File: config.mk
export PLATFORM = sky130hd
export DESIGN_NAME = pwm_event_fault_output_ctrl
export DESIGN_NICKNAME = d
export VERILOG_FILES = /design/src/core/pwm_ctrl_pkg.sv /design/src/core/pwm_event_fault_output_ctrl.sv /design/src/core/pwm_gen_unit.sv
export SDC_FILE = /design/constraint.sdc
export NUM_CORES = 2
export LEC_CHECK = 0
export BUFFER_PORTS_ARGS = -buffer_cell sky130_fd_sc_hd__buf_4
export CAP_MARGIN = 20
export CORE_ASPECT_RATIO = 1.4
export CORE_UTILIZATION = 26
export CTS_CLUSTER_DIAMETER = 200
export DETAILED_ROUTE_END_ITERATION = 10
export GPL_TIMING_DRIVEN = 0
export PLACE_DENSITY_LB_ADDON = 0.25
export SETUP_SLACK_MARGIN = 0.1
export SLEW_MARGIN = 20
export SYNTH_ARGS = -nofsm -noshare
export SYNTH_HDL_FRONTEND = slang
export SYNTH_SLANG_ARGS = --single-unit
export TNS_END_PERCENT = 10
File: constraint.sdc
create_clock -name clk_sys_in -period 5.02 [get_ports clk_sys_in]
set_input_delay 0.251 -clock clk_sys_in [delete_from_list [all_inputs] [get_ports clk_sys_in]]
set_output_delay 0.251 -clock clk_sys_in [all_outputs]
set_load 0.005 [all_outputs]
File: src/core/pwm_ctrl_pkg.sv
// Shared constants and types for the PWM event, fault and output control
package pwm_ctrl_pkg;

  // ----------------------------------------------------------------------
  // Sizes
  // ----------------------------------------------------------------------
  localparam int NUM_GEN     = 4;
  localparam int NUM_OUT     = 8;
  localparam int NUM_FAULT   = 4;
  localparam int NUM_EV      = 6;
  localparam int PERIOD_W    = 16;

  // ----------------------------------------------------------------------
  // Event bit positions, shared by interrupt and trigger enables
  // ----------------------------------------------------------------------
  localparam int EV_ZERO     = 0;
  localparam int EV_LOAD     = 1;
  localparam int EV_A_UP     = 2;
  localparam int EV_A_DN     = 3;
  localparam int EV_B_UP     = 4;
  localparam int EV_B_DN     = 5;

  // Interrupt enables in the low six bits, trigger enables above them
  localparam int IT_W        = 12;
  localparam int IRQ_LSB     = 0;
  localparam int TRIG_LSB    = 6;

  // Module status layout: generator summaries low, faults high
  localparam int MOD_W       = 8;
  localparam int MOD_GEN_LSB = 0;
  localparam int MOD_FLT_LSB = 4;

  // ----------------------------------------------------------------------
  // Reset values
  // ----------------------------------------------------------------------
  localparam logic [IT_W-1:0]    IT_EN_RST   = 12'h000;
  localparam logic [MOD_W-1:0]   MOD_EN_RST  = 8'h00;
  localparam logic [NUM_OUT-1:0] OUT_CFG_RST = 8'h00;
  localparam logic [PERIOD_W-1:0] PERIOD_RST = 16'h0000;
  localparam logic [PERIOD_W-1:0] CMP_RST    = 16'h0000;

  // ----------------------------------------------------------------------
  // Types
  // ----------------------------------------------------------------------
  typedef struct packed {
    logic cmp_b_falling;
    logic cmp_b_rising;
    logic cmp_a_falling;
    logic cmp_a_rising;
    logic counter_load;
    logic counter_zero;
  } gen_events_t;

  typedef enum logic {
    DIR_DOWN = 1'b0,
    DIR_UP   = 1'b1
  } count_dir_t;

endpackage

File: src/core/pwm_event_fault_output_ctrl.sv
// PWM module control: event enables, status, fault suppression, polarity
`timescale 1ns/1ns

//
// Contract
// - Clearing a generator enable bit masks that source; other bits keep.
// - Setting a generator enable bit lets that event reach its output.
// - Six events per generator, each with interrupt and trigger enable.
// - Period is the tick count between successive zero event pulses, one less for an odd period in up-down mode.
// - Period readback gives the last programmed value, maybe not active.
// - A new period write overwrites any still pending value.
// - Module enable holds four generator and four fault bits; set unmasks.
// - Clearing a module enable bit masks only that interrupt.
// - Raw and masked module status, masked being raw AND enables.
// - Module status: four generator summaries and four faults, eight bits.
// - Suppressed outputs go inactive while a fault is active.
// - Non-suppressed outputs keep their waveform during a fault.
// - Flip set drives the inverse waveform, making the output active low.
// - Flip clear passes the waveform unchanged, active high.
// - Generator status bits clear on writing one; zero leaves them.
// - Pending period and width updates apply only at counter zero.
module pwm_event_fault_output_ctrl #(
  parameter int G  = pwm_ctrl_pkg::NUM_GEN,
  parameter int W  = pwm_ctrl_pkg::PERIOD_W
) (
  input  wire logic                                   clk_sys_in,
  input  wire logic                                   rst_b_in,
  // Generator counters
  input  wire logic [G-1:0]                           gen_run_in,
  input  wire logic [G-1:0]                           gen_up_down_in,
  input  wire logic [G-1:0]                           period_wr_in,
  input  wire logic [W-1:0]                           period_wdata_in,
  input  wire logic [G-1:0]                           cmp_a_wr_in,
  input  wire logic [G-1:0]                           cmp_b_wr_in,
  input  wire logic [W-1:0]                           cmp_wdata_in,
  output logic      [G-1:0][W-1:0]                    period_rd_out,
  // Generator interrupt and trigger enables, set and clear masks
  input  wire logic [G-1:0][pwm_ctrl_pkg::IT_W-1:0]   inttrig_set_in,
  input  wire logic [G-1:0][pwm_ctrl_pkg::IT_W-1:0]   inttrig_clr_in,
  output logic      [G-1:0][pwm_ctrl_pkg::IT_W-1:0]   inttrig_en_out,
  // Generator status, write one to clear, and trigger pulses
  input  wire logic [G-1:0][pwm_ctrl_pkg::NUM_EV-1:0] gen_status_clr_in,
  output logic      [G-1:0][pwm_ctrl_pkg::NUM_EV-1:0] gen_status_out,
  output logic      [G-1:0][pwm_ctrl_pkg::NUM_EV-1:0] gen_trig_out,
  // Module interrupt enables and status
  input  wire logic [pwm_ctrl_pkg::MOD_W-1:0]         mod_en_set_in,
  input  wire logic [pwm_ctrl_pkg::MOD_W-1:0]         mod_en_clr_in,
  output logic      [pwm_ctrl_pkg::MOD_W-1:0]         mod_en_out,
  input  wire logic [pwm_ctrl_pkg::NUM_FAULT-1:0]     fault_irq_clr_in,
  input  wire logic                                   select_masked_view_in,
  output logic      [pwm_ctrl_pkg::MOD_W-1:0]         mod_status_out,
  // Faults and output shaping
  input  wire logic [pwm_ctrl_pkg::NUM_FAULT-1:0]     fault_in,
  input  wire logic                                   suppress_wr_in,
  input  wire logic                                   flip_wr_in,
  input  wire logic [pwm_ctrl_pkg::NUM_OUT-1:0]       out_sel_in,
  input  wire logic                                   cfg_value_in,
  output logic      [pwm_ctrl_pkg::NUM_OUT-1:0]       suppress_on_fault_out,
  output logic      [pwm_ctrl_pkg::NUM_OUT-1:0]       output_polarity_flip_out,
  output logic      [pwm_ctrl_pkg::NUM_OUT-1:0]       pwm_out
);

  // ----------------------------------------------------------------------
  // Per generator state
  // ----------------------------------------------------------------------
  pwm_ctrl_pkg::gen_events_t               ev      [G];
  logic [G-1:0]                            wave_a;
  logic [G-1:0]                            wave_b;
  logic [G-1:0][W-1:0]                     period_prog;
  logic [G-1:0][pwm_ctrl_pkg::IT_W-1:0]    it_en_q;
  logic [G-1:0][pwm_ctrl_pkg::NUM_EV-1:0]  gen_raw_q;
  logic [G-1:0][pwm_ctrl_pkg::NUM_EV-1:0]  gen_masked;
  logic [G-1:0]                            gen_summary;

  for (genvar g = 0; g < G; g++) begin : g_gen
    logic [pwm_ctrl_pkg::NUM_EV-1:0] irq_en;
    logic [pwm_ctrl_pkg::NUM_EV-1:0] trig_en;
    logic [pwm_ctrl_pkg::NUM_EV-1:0] ev_bits;

    pwm_gen_unit #(
      .W (W)
    ) u_gen (
      .clk_sys_in      (clk_sys_in),
      .rst_b_in        (rst_b_in),
      .run_in          (gen_run_in[g]),
      .up_down_in      (gen_up_down_in[g]),
      .period_wr_in    (period_wr_in[g]),
      .period_in       (period_wdata_in),
      .cmp_a_wr_in     (cmp_a_wr_in[g]),
      .cmp_a_in        (cmp_wdata_in),
      .cmp_b_wr_in     (cmp_b_wr_in[g]),
      .cmp_b_in        (cmp_wdata_in),
      .period_prog_out (period_prog[g]),
      .events_out      (ev[g]),
      .wave_a_out      (wave_a[g]),
      .wave_b_out      (wave_b[g])
    );

    // Six events, each with its own interrupt and trigger enable
    assign ev_bits = ev[g];
    assign irq_en  = it_en_q[g][pwm_ctrl_pkg::IRQ_LSB +:
                                pwm_ctrl_pkg::NUM_EV];
    assign trig_en = it_en_q[g][pwm_ctrl_pkg::TRIG_LSB +:
                                pwm_ctrl_pkg::NUM_EV];

    // Set and clear only touch the bits named; set wins a tie
    always_ff @(posedge clk_sys_in or negedge rst_b_in) begin
      if (!rst_b_in) begin
        it_en_q[g] <= pwm_ctrl_pkg::IT_EN_RST;
      end else begin
        it_en_q[g] <= (it_en_q[g] & ~inttrig_clr_in[g])
                      | inttrig_set_in[g];
      end
    end

    // Sticky raw status; a new event beats a clear in the same cycle
    always_ff @(posedge clk_sys_in or negedge rst_b_in) begin
      if (!rst_b_in) begin
        gen_raw_q[g] <= '0;
      end else begin
        gen_raw_q[g] <= (gen_raw_q[g] & ~gen_status_clr_in[g])
                        | ev_bits;
      end
    end

    // Masked source reaches the summary interrupt only when enabled
    assign gen_masked[g]  = gen_raw_q[g] & irq_en;
    assign gen_summary[g] = |gen_masked[g];

    always_ff @(posedge clk_sys_in or negedge rst_b_in) begin
      if (!rst_b_in) begin
        gen_trig_out[g]   <= '0;
        gen_status_out[g] <= '0;
        period_rd_out[g]  <= pwm_ctrl_pkg::PERIOD_RST;
      end else begin
        gen_trig_out[g]   <= ev_bits & trig_en;
        gen_status_out[g] <= select_masked_view_in ? gen_masked[g] :
                             gen_raw_q[g];
        period_rd_out[g]  <= period_prog[g];
      end
    end
  end

  assign inttrig_en_out = it_en_q;

  // ----------------------------------------------------------------------
  // Module interrupt enables and status
  // ----------------------------------------------------------------------
  logic [pwm_ctrl_pkg::MOD_W-1:0]     mod_en_q;
  logic [pwm_ctrl_pkg::NUM_FAULT-1:0] fault_raw_q;
  logic [pwm_ctrl_pkg::MOD_W-1:0]     mod_raw;

  always_ff @(posedge clk_sys_in or negedge rst_b_in) begin
    if (!rst_b_in) begin
      mod_en_q <= pwm_ctrl_pkg::MOD_EN_RST;
    end else begin
      mod_en_q <= (mod_en_q & ~mod_en_clr_in)
                  | mod_en_set_in;
    end
  end

  // Fault interrupt latches while any fault level is seen
  always_ff @(posedge clk_sys_in or negedge rst_b_in) begin
    if (!rst_b_in) begin
      fault_raw_q <= '0;
    end else begin
      fault_raw_q <= (fault_raw_q & ~fault_irq_clr_in) | fault_in;
    end
  end

  // Generator summaries low, faults high, one eight-bit field
  always_comb begin
    mod_raw = '0;
    mod_raw[pwm_ctrl_pkg::MOD_GEN_LSB +: G] = gen_summary;
    mod_raw[pwm_ctrl_pkg::MOD_FLT_LSB +:
            pwm_ctrl_pkg::NUM_FAULT] = fault_raw_q;
  end

  // Status is registered, so it trails the event by two cycles, one after the raw latch
  always_ff @(posedge clk_sys_in or negedge rst_b_in) begin
    if (!rst_b_in) begin
      mod_status_out <= '0;
      mod_en_out     <= pwm_ctrl_pkg::MOD_EN_RST;
    end else begin
      mod_status_out <= select_masked_view_in ? (mod_raw & mod_en_q)
                        : mod_raw;
      mod_en_out     <= mod_en_q;
    end
  end

  // ----------------------------------------------------------------------
  // Fault suppression and polarity
  // ----------------------------------------------------------------------
  logic [pwm_ctrl_pkg::NUM_OUT-1:0] suppress_q;
  logic [pwm_ctrl_pkg::NUM_OUT-1:0] flip_q;
  logic [pwm_ctrl_pkg::NUM_OUT-1:0] wave;
  logic [pwm_ctrl_pkg::NUM_OUT-1:0] shaped;
  logic                             fault_active;

  always_ff @(posedge clk_sys_in or negedge rst_b_in) begin
    if (!rst_b_in) begin
      suppress_q <= pwm_ctrl_pkg::OUT_CFG_RST;
    end else if (suppress_wr_in) begin
      suppress_q <= cfg_value_in ? (suppress_q | out_sel_in)
                                 : (suppress_q & ~out_sel_in);
    end
  end

  always_ff @(posedge clk_sys_in or negedge rst_b_in) begin
    if (!rst_b_in) begin
      flip_q <= pwm_ctrl_pkg::OUT_CFG_RST;
    end else if (flip_wr_in) begin
      flip_q <= cfg_value_in ? (flip_q | out_sel_in)
                             : (flip_q & ~out_sel_in);
    end
  end

  assign fault_active = |fault_in;

  // Even outputs follow comparator A, odd ones comparator B
  for (genvar n = 0; n < pwm_ctrl_pkg::NUM_OUT; n++) begin : g_out
    assign wave[n] = (n % 2 == 0) ? wave_a[n/2] : wave_b[n/2];
  end

  // Suppression forces the inactive level before the flip, so the pin
  // still rests at the level the polarity choice defines
  assign shaped = wave &
                  ~(suppress_q & {pwm_ctrl_pkg::NUM_OUT{fault_active}});

  always_ff @(posedge clk_sys_in or negedge rst_b_in) begin
    if (!rst_b_in) begin
      pwm_out                  <= '0;
      suppress_on_fault_out    <= pwm_ctrl_pkg::OUT_CFG_RST;
      output_polarity_flip_out <= pwm_ctrl_pkg::OUT_CFG_RST;
    end else begin
      pwm_out                  <= shaped ^ flip_q;
      suppress_on_fault_out    <= suppress_q;
      output_polarity_flip_out <= flip_q;
    end
  end

endmodule

File: src/core/pwm_gen_unit.sv
// One PWM generator: counter, deferred period and compare update, events
`timescale 1ns/1ns
module pwm_gen_unit #(
  parameter int W = 16
) (
  input  wire logic                      clk_sys_in,
  input  wire logic                      rst_b_in,
  input  wire logic                      run_in,
  input  wire logic                      up_down_in,
  input  wire logic                      period_wr_in,
  input  wire logic [W-1:0]              period_in,
  input  wire logic                      cmp_a_wr_in,
  input  wire logic [W-1:0]              cmp_a_in,
  input  wire logic                      cmp_b_wr_in,
  input  wire logic [W-1:0]              cmp_b_in,
  output logic      [W-1:0]              period_prog_out,
  output pwm_ctrl_pkg::gen_events_t      events_out,
  output logic                           wave_a_out,
  output logic                           wave_b_out
);

  localparam logic [W-1:0] ONE  = {{(W-1){1'b0}}, 1'b1};
  localparam logic [W-1:0] ZERO = {W{1'b0}};

  logic [W-1:0]             period_pend_q;
  logic [W-1:0]             period_act_q;
  logic [W-1:0]             cmp_a_pend_q;
  logic [W-1:0]             cmp_a_act_q;
  logic [W-1:0]             cmp_b_pend_q;
  logic [W-1:0]             cmp_b_act_q;
  logic                     upd_pend_q;
  logic [W-1:0]             cnt_q;
  pwm_ctrl_pkg::count_dir_t dir_q;
  logic                     at_zero;
  logic                     apply;
  logic [W-1:0]             top;
  logic [W-1:0]             top_next;
  logic [W-1:0]             period_next;

  assign at_zero = (cnt_q == ZERO);
  // Updates land only at zero so no pulse comes out short or long
  assign apply   = at_zero && upd_pend_q;
  assign period_next = apply ? period_pend_q : period_act_q;
  // Zero pulses come one period apart; an odd period in up-down mode gives one tick less
  assign top      = up_down_in ? (period_act_q >> 1) :
                    (period_act_q == ZERO ? ZERO : period_act_q - ONE);
  assign top_next = up_down_in ? (period_next >> 1) :
                    (period_next == ZERO ? ZERO : period_next - ONE);

  // ----------------------------------------------------------------------
  // Programmed values and deferred update
  // ----------------------------------------------------------------------
  // The readback is the last write, not the active period
  assign period_prog_out = period_pend_q;

  always_ff @(posedge clk_sys_in or negedge rst_b_in) begin
    if (!rst_b_in) begin
      period_pend_q <= pwm_ctrl_pkg::PERIOD_RST;
      cmp_a_pend_q  <= pwm_ctrl_pkg::CMP_RST;
      cmp_b_pend_q  <= pwm_ctrl_pkg::CMP_RST;
    end else begin
      // A later write simply overwrites what is still pending
      if (period_wr_in) begin
        period_pend_q <= period_in;
      end
      if (cmp_a_wr_in) begin
        cmp_a_pend_q <= cmp_a_in;
      end
      if (cmp_b_wr_in) begin
        cmp_b_pend_q <= cmp_b_in;
      end
    end
  end

  always_ff @(posedge clk_sys_in or negedge rst_b_in) begin
    if (!rst_b_in) begin
      period_act_q <= pwm_ctrl_pkg::PERIOD_RST;
      cmp_a_act_q  <= pwm_ctrl_pkg::CMP_RST;
      cmp_b_act_q  <= pwm_ctrl_pkg::CMP_RST;
    end else if (apply) begin
      period_act_q <= period_pend_q;
      cmp_a_act_q  <= cmp_a_pend_q;
      cmp_b_act_q  <= cmp_b_pend_q;
    end
  end

  // A write in the applying cycle stays pending for the next zero
  always_ff @(posedge clk_sys_in or negedge rst_b_in) begin
    if (!rst_b_in) begin
      upd_pend_q <= 1'b0;
    end else if (period_wr_in || cmp_a_wr_in || cmp_b_wr_in) begin
      upd_pend_q <= 1'b1;
    end else if (apply) begin
      upd_pend_q <= 1'b0;
    end
  end

  // ----------------------------------------------------------------------
  // Counter
  // ----------------------------------------------------------------------
  always_ff @(posedge clk_sys_in or negedge rst_b_in) begin
    if (!rst_b_in) begin
      cnt_q <= ZERO;
      dir_q <= pwm_ctrl_pkg::DIR_DOWN;
    end else if (run_in) begin
      if (!up_down_in) begin
        dir_q <= pwm_ctrl_pkg::DIR_DOWN;
        cnt_q <= at_zero ? top_next : cnt_q - ONE;
      end else if (at_zero) begin
        dir_q <= pwm_ctrl_pkg::DIR_UP;
        cnt_q <= (top_next == ZERO) ? ZERO : ONE;
      end else if (dir_q == pwm_ctrl_pkg::DIR_UP && cnt_q < top) begin
        cnt_q <= cnt_q + ONE;
      end else begin
        dir_q <= pwm_ctrl_pkg::DIR_DOWN;
        cnt_q <= cnt_q - ONE;
      end
    end
  end

  // ----------------------------------------------------------------------
  // Events and waveforms, registered
  // ----------------------------------------------------------------------
  always_ff @(posedge clk_sys_in or negedge rst_b_in) begin
    if (!rst_b_in) begin
      events_out <= '0;
      wave_a_out <= 1'b0;
      wave_b_out <= 1'b0;
    end else begin
      events_out.counter_zero  <= run_in && at_zero;
      events_out.counter_load  <= run_in && (cnt_q == top);
      events_out.cmp_a_rising  <= run_in && (cnt_q == cmp_a_act_q) &&
                                  (dir_q == pwm_ctrl_pkg::DIR_UP);
      events_out.cmp_a_falling <= run_in && (cnt_q == cmp_a_act_q) &&
                                  (dir_q == pwm_ctrl_pkg::DIR_DOWN);
      events_out.cmp_b_rising  <= run_in && (cnt_q == cmp_b_act_q) &&
                                  (dir_q == pwm_ctrl_pkg::DIR_UP);
      events_out.cmp_b_falling <= run_in && (cnt_q == cmp_b_act_q) &&
                                  (dir_q == pwm_ctrl_pkg::DIR_DOWN);
      wave_a_out <= run_in && (cnt_q < cmp_a_act_q);
      wave_b_out <= run_in && (cnt_q < cmp_b_act_q);
    end
  end

endmodule

Word level (Yosys, flattened, before mapping)
Index checks and enable logic that the tools add are counted.
Widths: inputs -> output; s select.
{"block": "totals", "ff_bits": 740, "out_inout_bits": 200}
{"block": "op_classes", "n_reduce_logical": 85, "order_cmp": 12, "bitwise_logic": 52, "n_mux": 67, "add_sub_neg": 16, "eq_ne": 16}
{"cell": "$mux 16", "n": 36}
{"cell": "$logic_not 16->1", "n": 16}
{"cell": "$eq 16x16->1", "n": 12}
{"cell": "$lt 16x16->1", "n": 12}
{"cell": "$sub 16x1->16 const B", "n": 12}
{"cell": "$and 6x6->6", "n": 12}
{"cell": "$add 16x1->16 const B", "n": 4}
{"cell": "$and 12x12->12", "n": 4}
{"cell": "$and 8x8->8", "n": 6}
{"cell": "$logic_and 1x1->1", "n": 48}
{"cell": "$not 12->12", "n": 4}
{"cell": "$or 12x12->12", "n": 4}
{"cell": "$mux 1", "n": 24}
{"cell": "$mux 6", "n": 4}
{"cell": "$mux 8", "n": 3}
{"cell": "$not 6->6", "n": 4}
{"cell": "$not 8->8", "n": 3}
{"cell": "$or 6x6->6", "n": 4}
{"cell": "$or 8x8->8", "n": 3}
{"cell": "$reduce_or 6->1", "n": 4}
{"cell": "$ne 3x2->1 const B", "n": 4}
{"cell": "$logic_or 1x1->1", "n": 8}
{"cell": "$reduce_and 2->1", "n": 4}
{"cell": "$reduce_bool 2->1", "n": 4}
{"cell": "6 further kinds", "n": 9}

Depth between registers and ports, before layout
{"block": "depth", "depth_word": 10, "mapped_depth": 21}

By module
A second synthesis with hierarchy kept.
{"block": "unflattened", "cells_unflattened": 3778, "hier_area_um2": 38548.2}
{"mod": "pwm_event_fault_output_ctrl", "seq_area_each_um2": 6306.0, "area_per_inst_um2": 8345.5, "n_inst": 1, "cells_per_inst": 571}
{"mod": "pwm_gen_unit at g_gen[2].u_gen", "seq_area_each_um2": 3052.9, "area_per_inst_um2": 7679.9, "n_inst": 1, "cells_per_inst": 833}
{"mod": "pwm_gen_unit at g_gen[0].u_gen", "seq_area_each_um2": 3052.9, "area_per_inst_um2": 7544.7, "n_inst": 1, "cells_per_inst": 789}
{"mod": "pwm_gen_unit at g_gen[1].u_gen", "seq_area_each_um2": 3052.9, "area_per_inst_um2": 7524.7, "n_inst": 1, "cells_per_inst": 796}
{"mod": "pwm_gen_unit at g_gen[3].u_gen", "seq_area_each_um2": 3052.9, "area_per_inst_um2": 7453.4, "n_inst": 1, "cells_per_inst": 789}

Least setup slack after synthesis
No wires, ideal clock.
{"block": "synth_path", "path_kind": "reg-to-reg", "start": "register g_gen[1].u_gen.period_act_q[3]", "end": "register g_gen[1].u_gen.cnt_q[10]", "slack_ps": 171, "arrival_time_ps": 4780, "path_stages_with_launch": 21, "required_ps": 4951, "cell_sequence": "dfrtp_1 > clkbuf_1 > or4_1 > clkbuf_1 > nor3_1 > nand3_1 > or3_1 > nor3_1 > nor2_1 > clkbuf_1 > a22oi_1 > ha_1 > a21o_1 > a21o_1 > a21oi_1 > o22ai_1 > a211oi_1 > clkbuf_1 > mux2i_1 > or3b_2 > nand3_1"}
{"block": "synth_via", "elab_chain_cells": 8}
{"item": "start: declaration", "line": "pwm_gen_unit.sv:26", "source": "logic [W-1:0] period_act_q;"}
{"item": "start signal: assignment", "line": "pwm_gen_unit.sv:77", "source": "period_act_q <= pwm_ctrl_pkg::PERIOD_RST;"}
{"item": "start signal: assignment", "line": "pwm_gen_unit.sv:81", "source": "period_act_q <= period_pend_q;"}
{"item": "$sub 16x1->16 or $logic_not 16->1 (tied branches)", "line": "pwm_gen_unit.sv:46", "source": "(period_act_q == ZERO ? ZERO : period_act_q - ONE);"}
{"item": "$mux 16", "line": "pwm_gen_unit.sv:46"}
{"item": "$mux 16", "line": "pwm_gen_unit.sv:45", "source": "assign top = up_down_in ? (period_act_q >> 1) :"}
{"item": "$lt 16x16->1", "line": "pwm_gen_unit.sv:112", "source": "end else if (dir_q == pwm_ctrl_pkg::DIR_UP && cnt_q < top) begin"}
{"item": "$logic_and 1x1->1", "line": "pwm_gen_unit.sv:112"}
{"item": "$mux 16", "line": "pwm_gen_unit.sv:112"}
{"item": "$mux 16", "line": "pwm_gen_unit.sv:109", "source": "end else if (at_zero) begin"}
{"item": "$mux 16 *", "line": "pwm_gen_unit.sv:106", "source": "if (!up_down_in) begin"}
{"item": "end signal: assignment", "line": "pwm_gen_unit.sv:108", "source": "cnt_q <= at_zero ? top_next : cnt_q - ONE;"}
{"item": "end signal: assignment", "line": "pwm_gen_unit.sv:111", "source": "cnt_q <= (top_next == ZERO) ? ZERO : ONE;"}
{"item": "end signal: assignment", "line": "pwm_gen_unit.sv:113", "source": "cnt_q <= cnt_q + ONE;"}
{"item": "end: declaration", "line": "pwm_gen_unit.sv:32", "source": "logic [W-1:0] cnt_q;"}
Mark *: on every way between the ends. The rest lies on a longest branch, timed or not.
A chain may end at the register's enable or synchronous reset.

Final worst setup path
{"block": "layout_path", "start": "register g_gen[1].u_gen.cnt_q[10]", "end": "register g_gen[1].u_gen.cnt_q[0]"}
{"block": "layout_via", "elab_chain_cells": 10}
{"item": "$logic_not 16->1", "line": "pwm_gen_unit.sv:40", "source": "assign at_zero = (cnt_q == ZERO);"}
{"item": "$logic_and 1x1->1", "line": "pwm_gen_unit.sv:42", "source": "assign apply = at_zero && upd_pend_q;"}
{"item": "$mux 16", "line": "pwm_gen_unit.sv:43", "source": "assign period_next = apply ? period_pend_q : period_act_q;"}
{"item": "$sub 16x1->16 or $logic_not 16->1 (tied branches)", "line": "pwm_gen_unit.sv:48", "source": "(period_next == ZERO ? ZERO : period_next - ONE);"}
{"item": "$mux 16", "line": "pwm_gen_unit.sv:48"}
{"item": "$mux 16", "line": "pwm_gen_unit.sv:47", "source": "assign top_next = up_down_in ? (period_next >> 1) :"}
{"item": "$logic_not 16->1", "line": "pwm_gen_unit.sv:111"}
{"item": "$mux 1", "line": "pwm_gen_unit.sv:111"}
{"item": "$mux 16", "line": "pwm_gen_unit.sv:109"}
{"item": "$mux 16 *", "line": "pwm_gen_unit.sv:106"}
Marked as above.

==> insert_results.sql <==
INSERT INTO impl_metrics (metric_group, metric, value, unit) VALUES
('run_status', 'status', 'completed', ''),
('die', 'die-area', '147400', 'um^2'),
('yosys', 'syn_inst', '3775', ''),
('yosys', 'synth.net_count', '4197', ''),
('worst_setup_path', 'critical_path.cell_chain', 'buf_2 -> or4_4 -> or4_4 -> buf_6 -> buf_4 -> buf_2 -> mux2i_4 -> ha_2 -> nor4b_4 -> and3_4 -> nand2_1 -> mux2i_4 -> nor2_4 -> a22oi_2 -> nand4_1 -> o31a_1', ''),
('worst_setup_path', 'critPathBufInv', '4', ''),
('layout', 'multi_input_area', '18100', 'um^2'),
('timing', 'setup_ws', '0.1658', 'ns'),
('route', 'drc', '0', ''),
('timing', 'final_min_period_over_clock_period', '96.70', '%'),
('clock_tree', 'clock_insertion_delay_worst_skew', '0.70', 'ns'),
('clock_tree', 'cts_tree', 'built', ''),
('clock_tree', 'numClockSinks', '740', ''),
('die', 'initial_utilization', '26.24', '%'),
('worst_setup_path', 'end_kind', 'flop', ''),
('job', 'maxCapViolations', '0', ''),
('route', 'route.vias.total', '31660', ''),
('placed_design', 'number_of_i_o_port_buffers', '391', ''),
('placed_design', 'post-place-ws', '-1.445', 'ns'),
('layout', 'finalCoreUtilization', '33.86', '%'),
('die', 'die_h', '453.8', 'um'),
('yosys', 'post_synth_xor_area_fraction', '2.888', '%'),
('yosys', 'combinational_family_with_the_most_area_after_synthesis', 'simple AND/OR/NAND/NOR gates', ''),
('yosys', 'synth.lib_cells_used.distinct', '77', ''),
('route', 'drt.antenna.violating_nets', '0', ''),
('layout', 'post-route-cell-area', '48930', 'um^2'),
('timing', 'setup-tns-final', '0', 'ns'),
('worst_setup_path', 'cp_top_family', 'simple AND/OR/NAND/NOR gates', ''),
('power', 'power.density_cell_area', '439.2', 'nW/um^2'),
('clock_tree', 'clk_path_buf_depth', '3', ''),
('yosys', 'synth_simple_gate_area_share', '14.40', '%'),
('placed_design', 'gp_routability_congestion', '0.9271', ''),
('layout', 'drive_gt1_share', '20.41', '%'),
('route', 'avgRoutedWirePerCell', '21.87', 'um'),
('timing', 'grt_setup_unrepaired', 'yes', ''),
('worst_setup_path', 'crit_type', 'flop to flop', ''),
('timing', 'maxSlewViolCount', '0', ''),
('global_routing', 'grt_pass1_vias', '32310', ''),
('global_routing', 'wire_length_of_the_first_global_routing_pass', '210400', 'um'),
('global_routing', 'antenna_found_initial', '27', ''),
('power', 'power.leakage', '22.26', 'nW'),
('die', 'core_area', '144500', 'um^2'),
('worst_setup_path', 'critical_path.max_stage_delay', '0.58', 'ns'),
('clock_tree', 'cts-buffers-inserted', '82', ''),
('route', 'postRouteWirelength', '141200', 'um'),
('worst_setup_path', 'critical_path_launch_point_type', 'flop', ''),
('yosys', 'dominantRegCellSynth', 'sky130_fd_sc_hd__dfrtp_1', ''),
('power', 'power.ir.vdd_worst', '229.7', 'uV'),
('worst_setup_path', 'cp_max_delay_cell', 'sky130_fd_sc_hd__or4_4', ''),
('yosys', 'post_synth.cell_area_avg', '10.04', 'um^2'),
('power', 'report.power.total', '21.49', 'mW'),
('die', 'io-pin-count', '410', ''),
('timing', 'timing.final.setup_violations', '0', ''),
('global_routing', 'grt_start_max_net_pins', '91', ''),
('yosys', 'syn-cell-area', '37920', 'um^2'),
('route', 'drt_pass1_iterations', '5', ''),
('die', 'std_cell_rows', '165', ''),
('route', 'detail_route.vias_per_cell', '4.905', ''),
('placed_design', 'detailed_place_hpwl', '104800', 'um'),
('layout', 'flow.area_growth_from_synthesis', '29.05', '%'),
('clock_tree', 'number_of_h_tree_levels', '3', ''),
('layout', 'fillers', '14790', ''),
('worst_setup_path', 'worstPathMaxFanout', '10', ''),
('global_routing', 'globalRouteOverflowTotal', '0', ''),
('yosys', 'synth.mux.area_fraction', '8.240', '%'),
('yosys', 'ys_seq_area_share', '48.84', '%'),
('clock_tree', 'clock_tree.root_cell', 'sky130_fd_sc_hd__clkbuf_16', ''),
('worst_setup_path', 'critical_path_required', '5.59', 'ns'),
('layout', 'commonest_non_fill_non_tap_cell_in_the_layout', 'sky130_fd_sc_hd__dfrtp_1', ''),
('timing', 'achievable_frequency', '206.0', 'MHz'),
('yosys', 'synth_adder_area_share', '6.996', '%');
-- power by group --
group,internal [mW],switching [mW]
combinational,3.17,4.16
clock,3.60,2.71
sequential,6.74,1.11
total,13.5,7.98
-- area by class of cell --
cell class	count	share of cell area, %
Antenna cell	8	0.04091
Buffer	174	1.654
Clock buffer	104	4.570
Clock inverter	44	1.059
Inverter	290	2.232
Multi-Input combinational cell	2568	37.00
Sequential cell	740	37.87
Tap cell	1920	4.910
Timing Repair Buffer	607	10.67
-- layer usage --
metal	wire length (um)	part of all wire (%)	GRT usage [%]
met5	123	0.087	0
met4	6802	4.8	9.213
met3	7299	5.2	3.016
met2	68700	49	32.74
met1	58250	41	22.86
-- flip-flops by register name, summed over array words and instances (netlist names), 64 cells and up, named ones only --
| name | flops |
|---|---|
| g_gen.u_gen.period_act_q | 64 |
| g_gen.u_gen.cmp_a_pend_q | 64 |
| g_gen.u_gen.cmp_a_act_q | 64 |
| g_gen.u_gen.cmp_b_pend_q | 64 |
| period_rd_out | 64 |
| g_gen.u_gen.period_prog_out | 64 |
| g_gen.u_gen.cnt_q | 64 |
| g_gen.u_gen.cmp_b_act_q | 64 |
-- worst paths after layout --
path | from | to | slack, ns | cells past startpoint
worst min-delay path | cmp_wdata_in[3] | g_gen[1].u_gen.cmp_b_pend_q[3] | 0.02 | 2
worst max-delay path | g_gen[1].u_gen.cnt_q[10] | g_gen[1].u_gen.cnt_q[0] | 0.17 | 16
worst max register to register | g_gen[1].u_gen.cnt_q[10] | g_gen[1].u_gen.cnt_q[0] | 0.17 | 16
min in group asynchronous | rst_b_in | inttrig_en_out[34] | 0.07 | 2
worst min register to register | mod_en_q[4] | mod_en_out[4] | 0.37 | 0
max in group asynchronous | rst_b_in | g_gen[1].u_gen.cmp_a_act_q[7] | 3.25 | 5
-- repair_timing --
action,CTS,global route
pin swaps,5,5
cloned,0,1
hold buffers,186,0
endpoints found under the hold margin,545,0
setup buffers,7,11
endpoints found under the setup margin,66,64
resized for setup,80,102
-- logic make-up (layout without fill, tap and decap cells) --
family,after synthesis,after routing
AND/OR/NAND/NOR,1131,1131
flip-flops,740,740
adder cells (fa/ha/maj),212,212
buffers and inverters,467,1219
AO/OA/AOI/OAI,815,815
other,0,8
multiplexers,285,285
XOR/XNOR,125,125
-- Yosys cell counts (all sizes together), types with 11 or more instances --
library cell | instances | area share [%]
o21ai | 267 | 3.5
or3 | 38 | 0.63
nand3 | 83 | 1.1
a21o | 98 | 1.9
nor2b | 28 | 0.46
mux2 | 217 | 6.4
buf | 44 | 0.56
o221ai | 12 | 0.28
a21oi | 123 | 1.6
nand2b | 16 | 0.26
and3 | 34 | 0.56
nor4 | 40 | 0.73
nand3b | 11 | 0.22
nor3 | 105 | 1.4
a22o | 13 | 0.30
o31ai | 11 | 0.22
or4 | 19 | 0.42
a22oi | 65 | 1.3
mux2i | 68 | 1.8
nand2 | 442 | 4.4
xor2 | 43 | 0.99
nor2 | 179 | 1.8
inv | 289 | 2.9
ha | 212 | 7.0
xnor2 | 82 | 1.9
a211oi | 18 | 0.37
clkbuf | 133 | 1.3
o211ai | 15 | 0.30
a21boi | 40 | 0.79
nand4 | 56 | 0.92
and4 | 16 | 0.37
o22ai | 19 | 0.31
and2 | 38 | 0.63
dfrtp | 740 | 49
a31oi | 18 | 0.30
o21bai | 33 | 0.65
No activity file was read; power rests on OpenSTA's default activity.
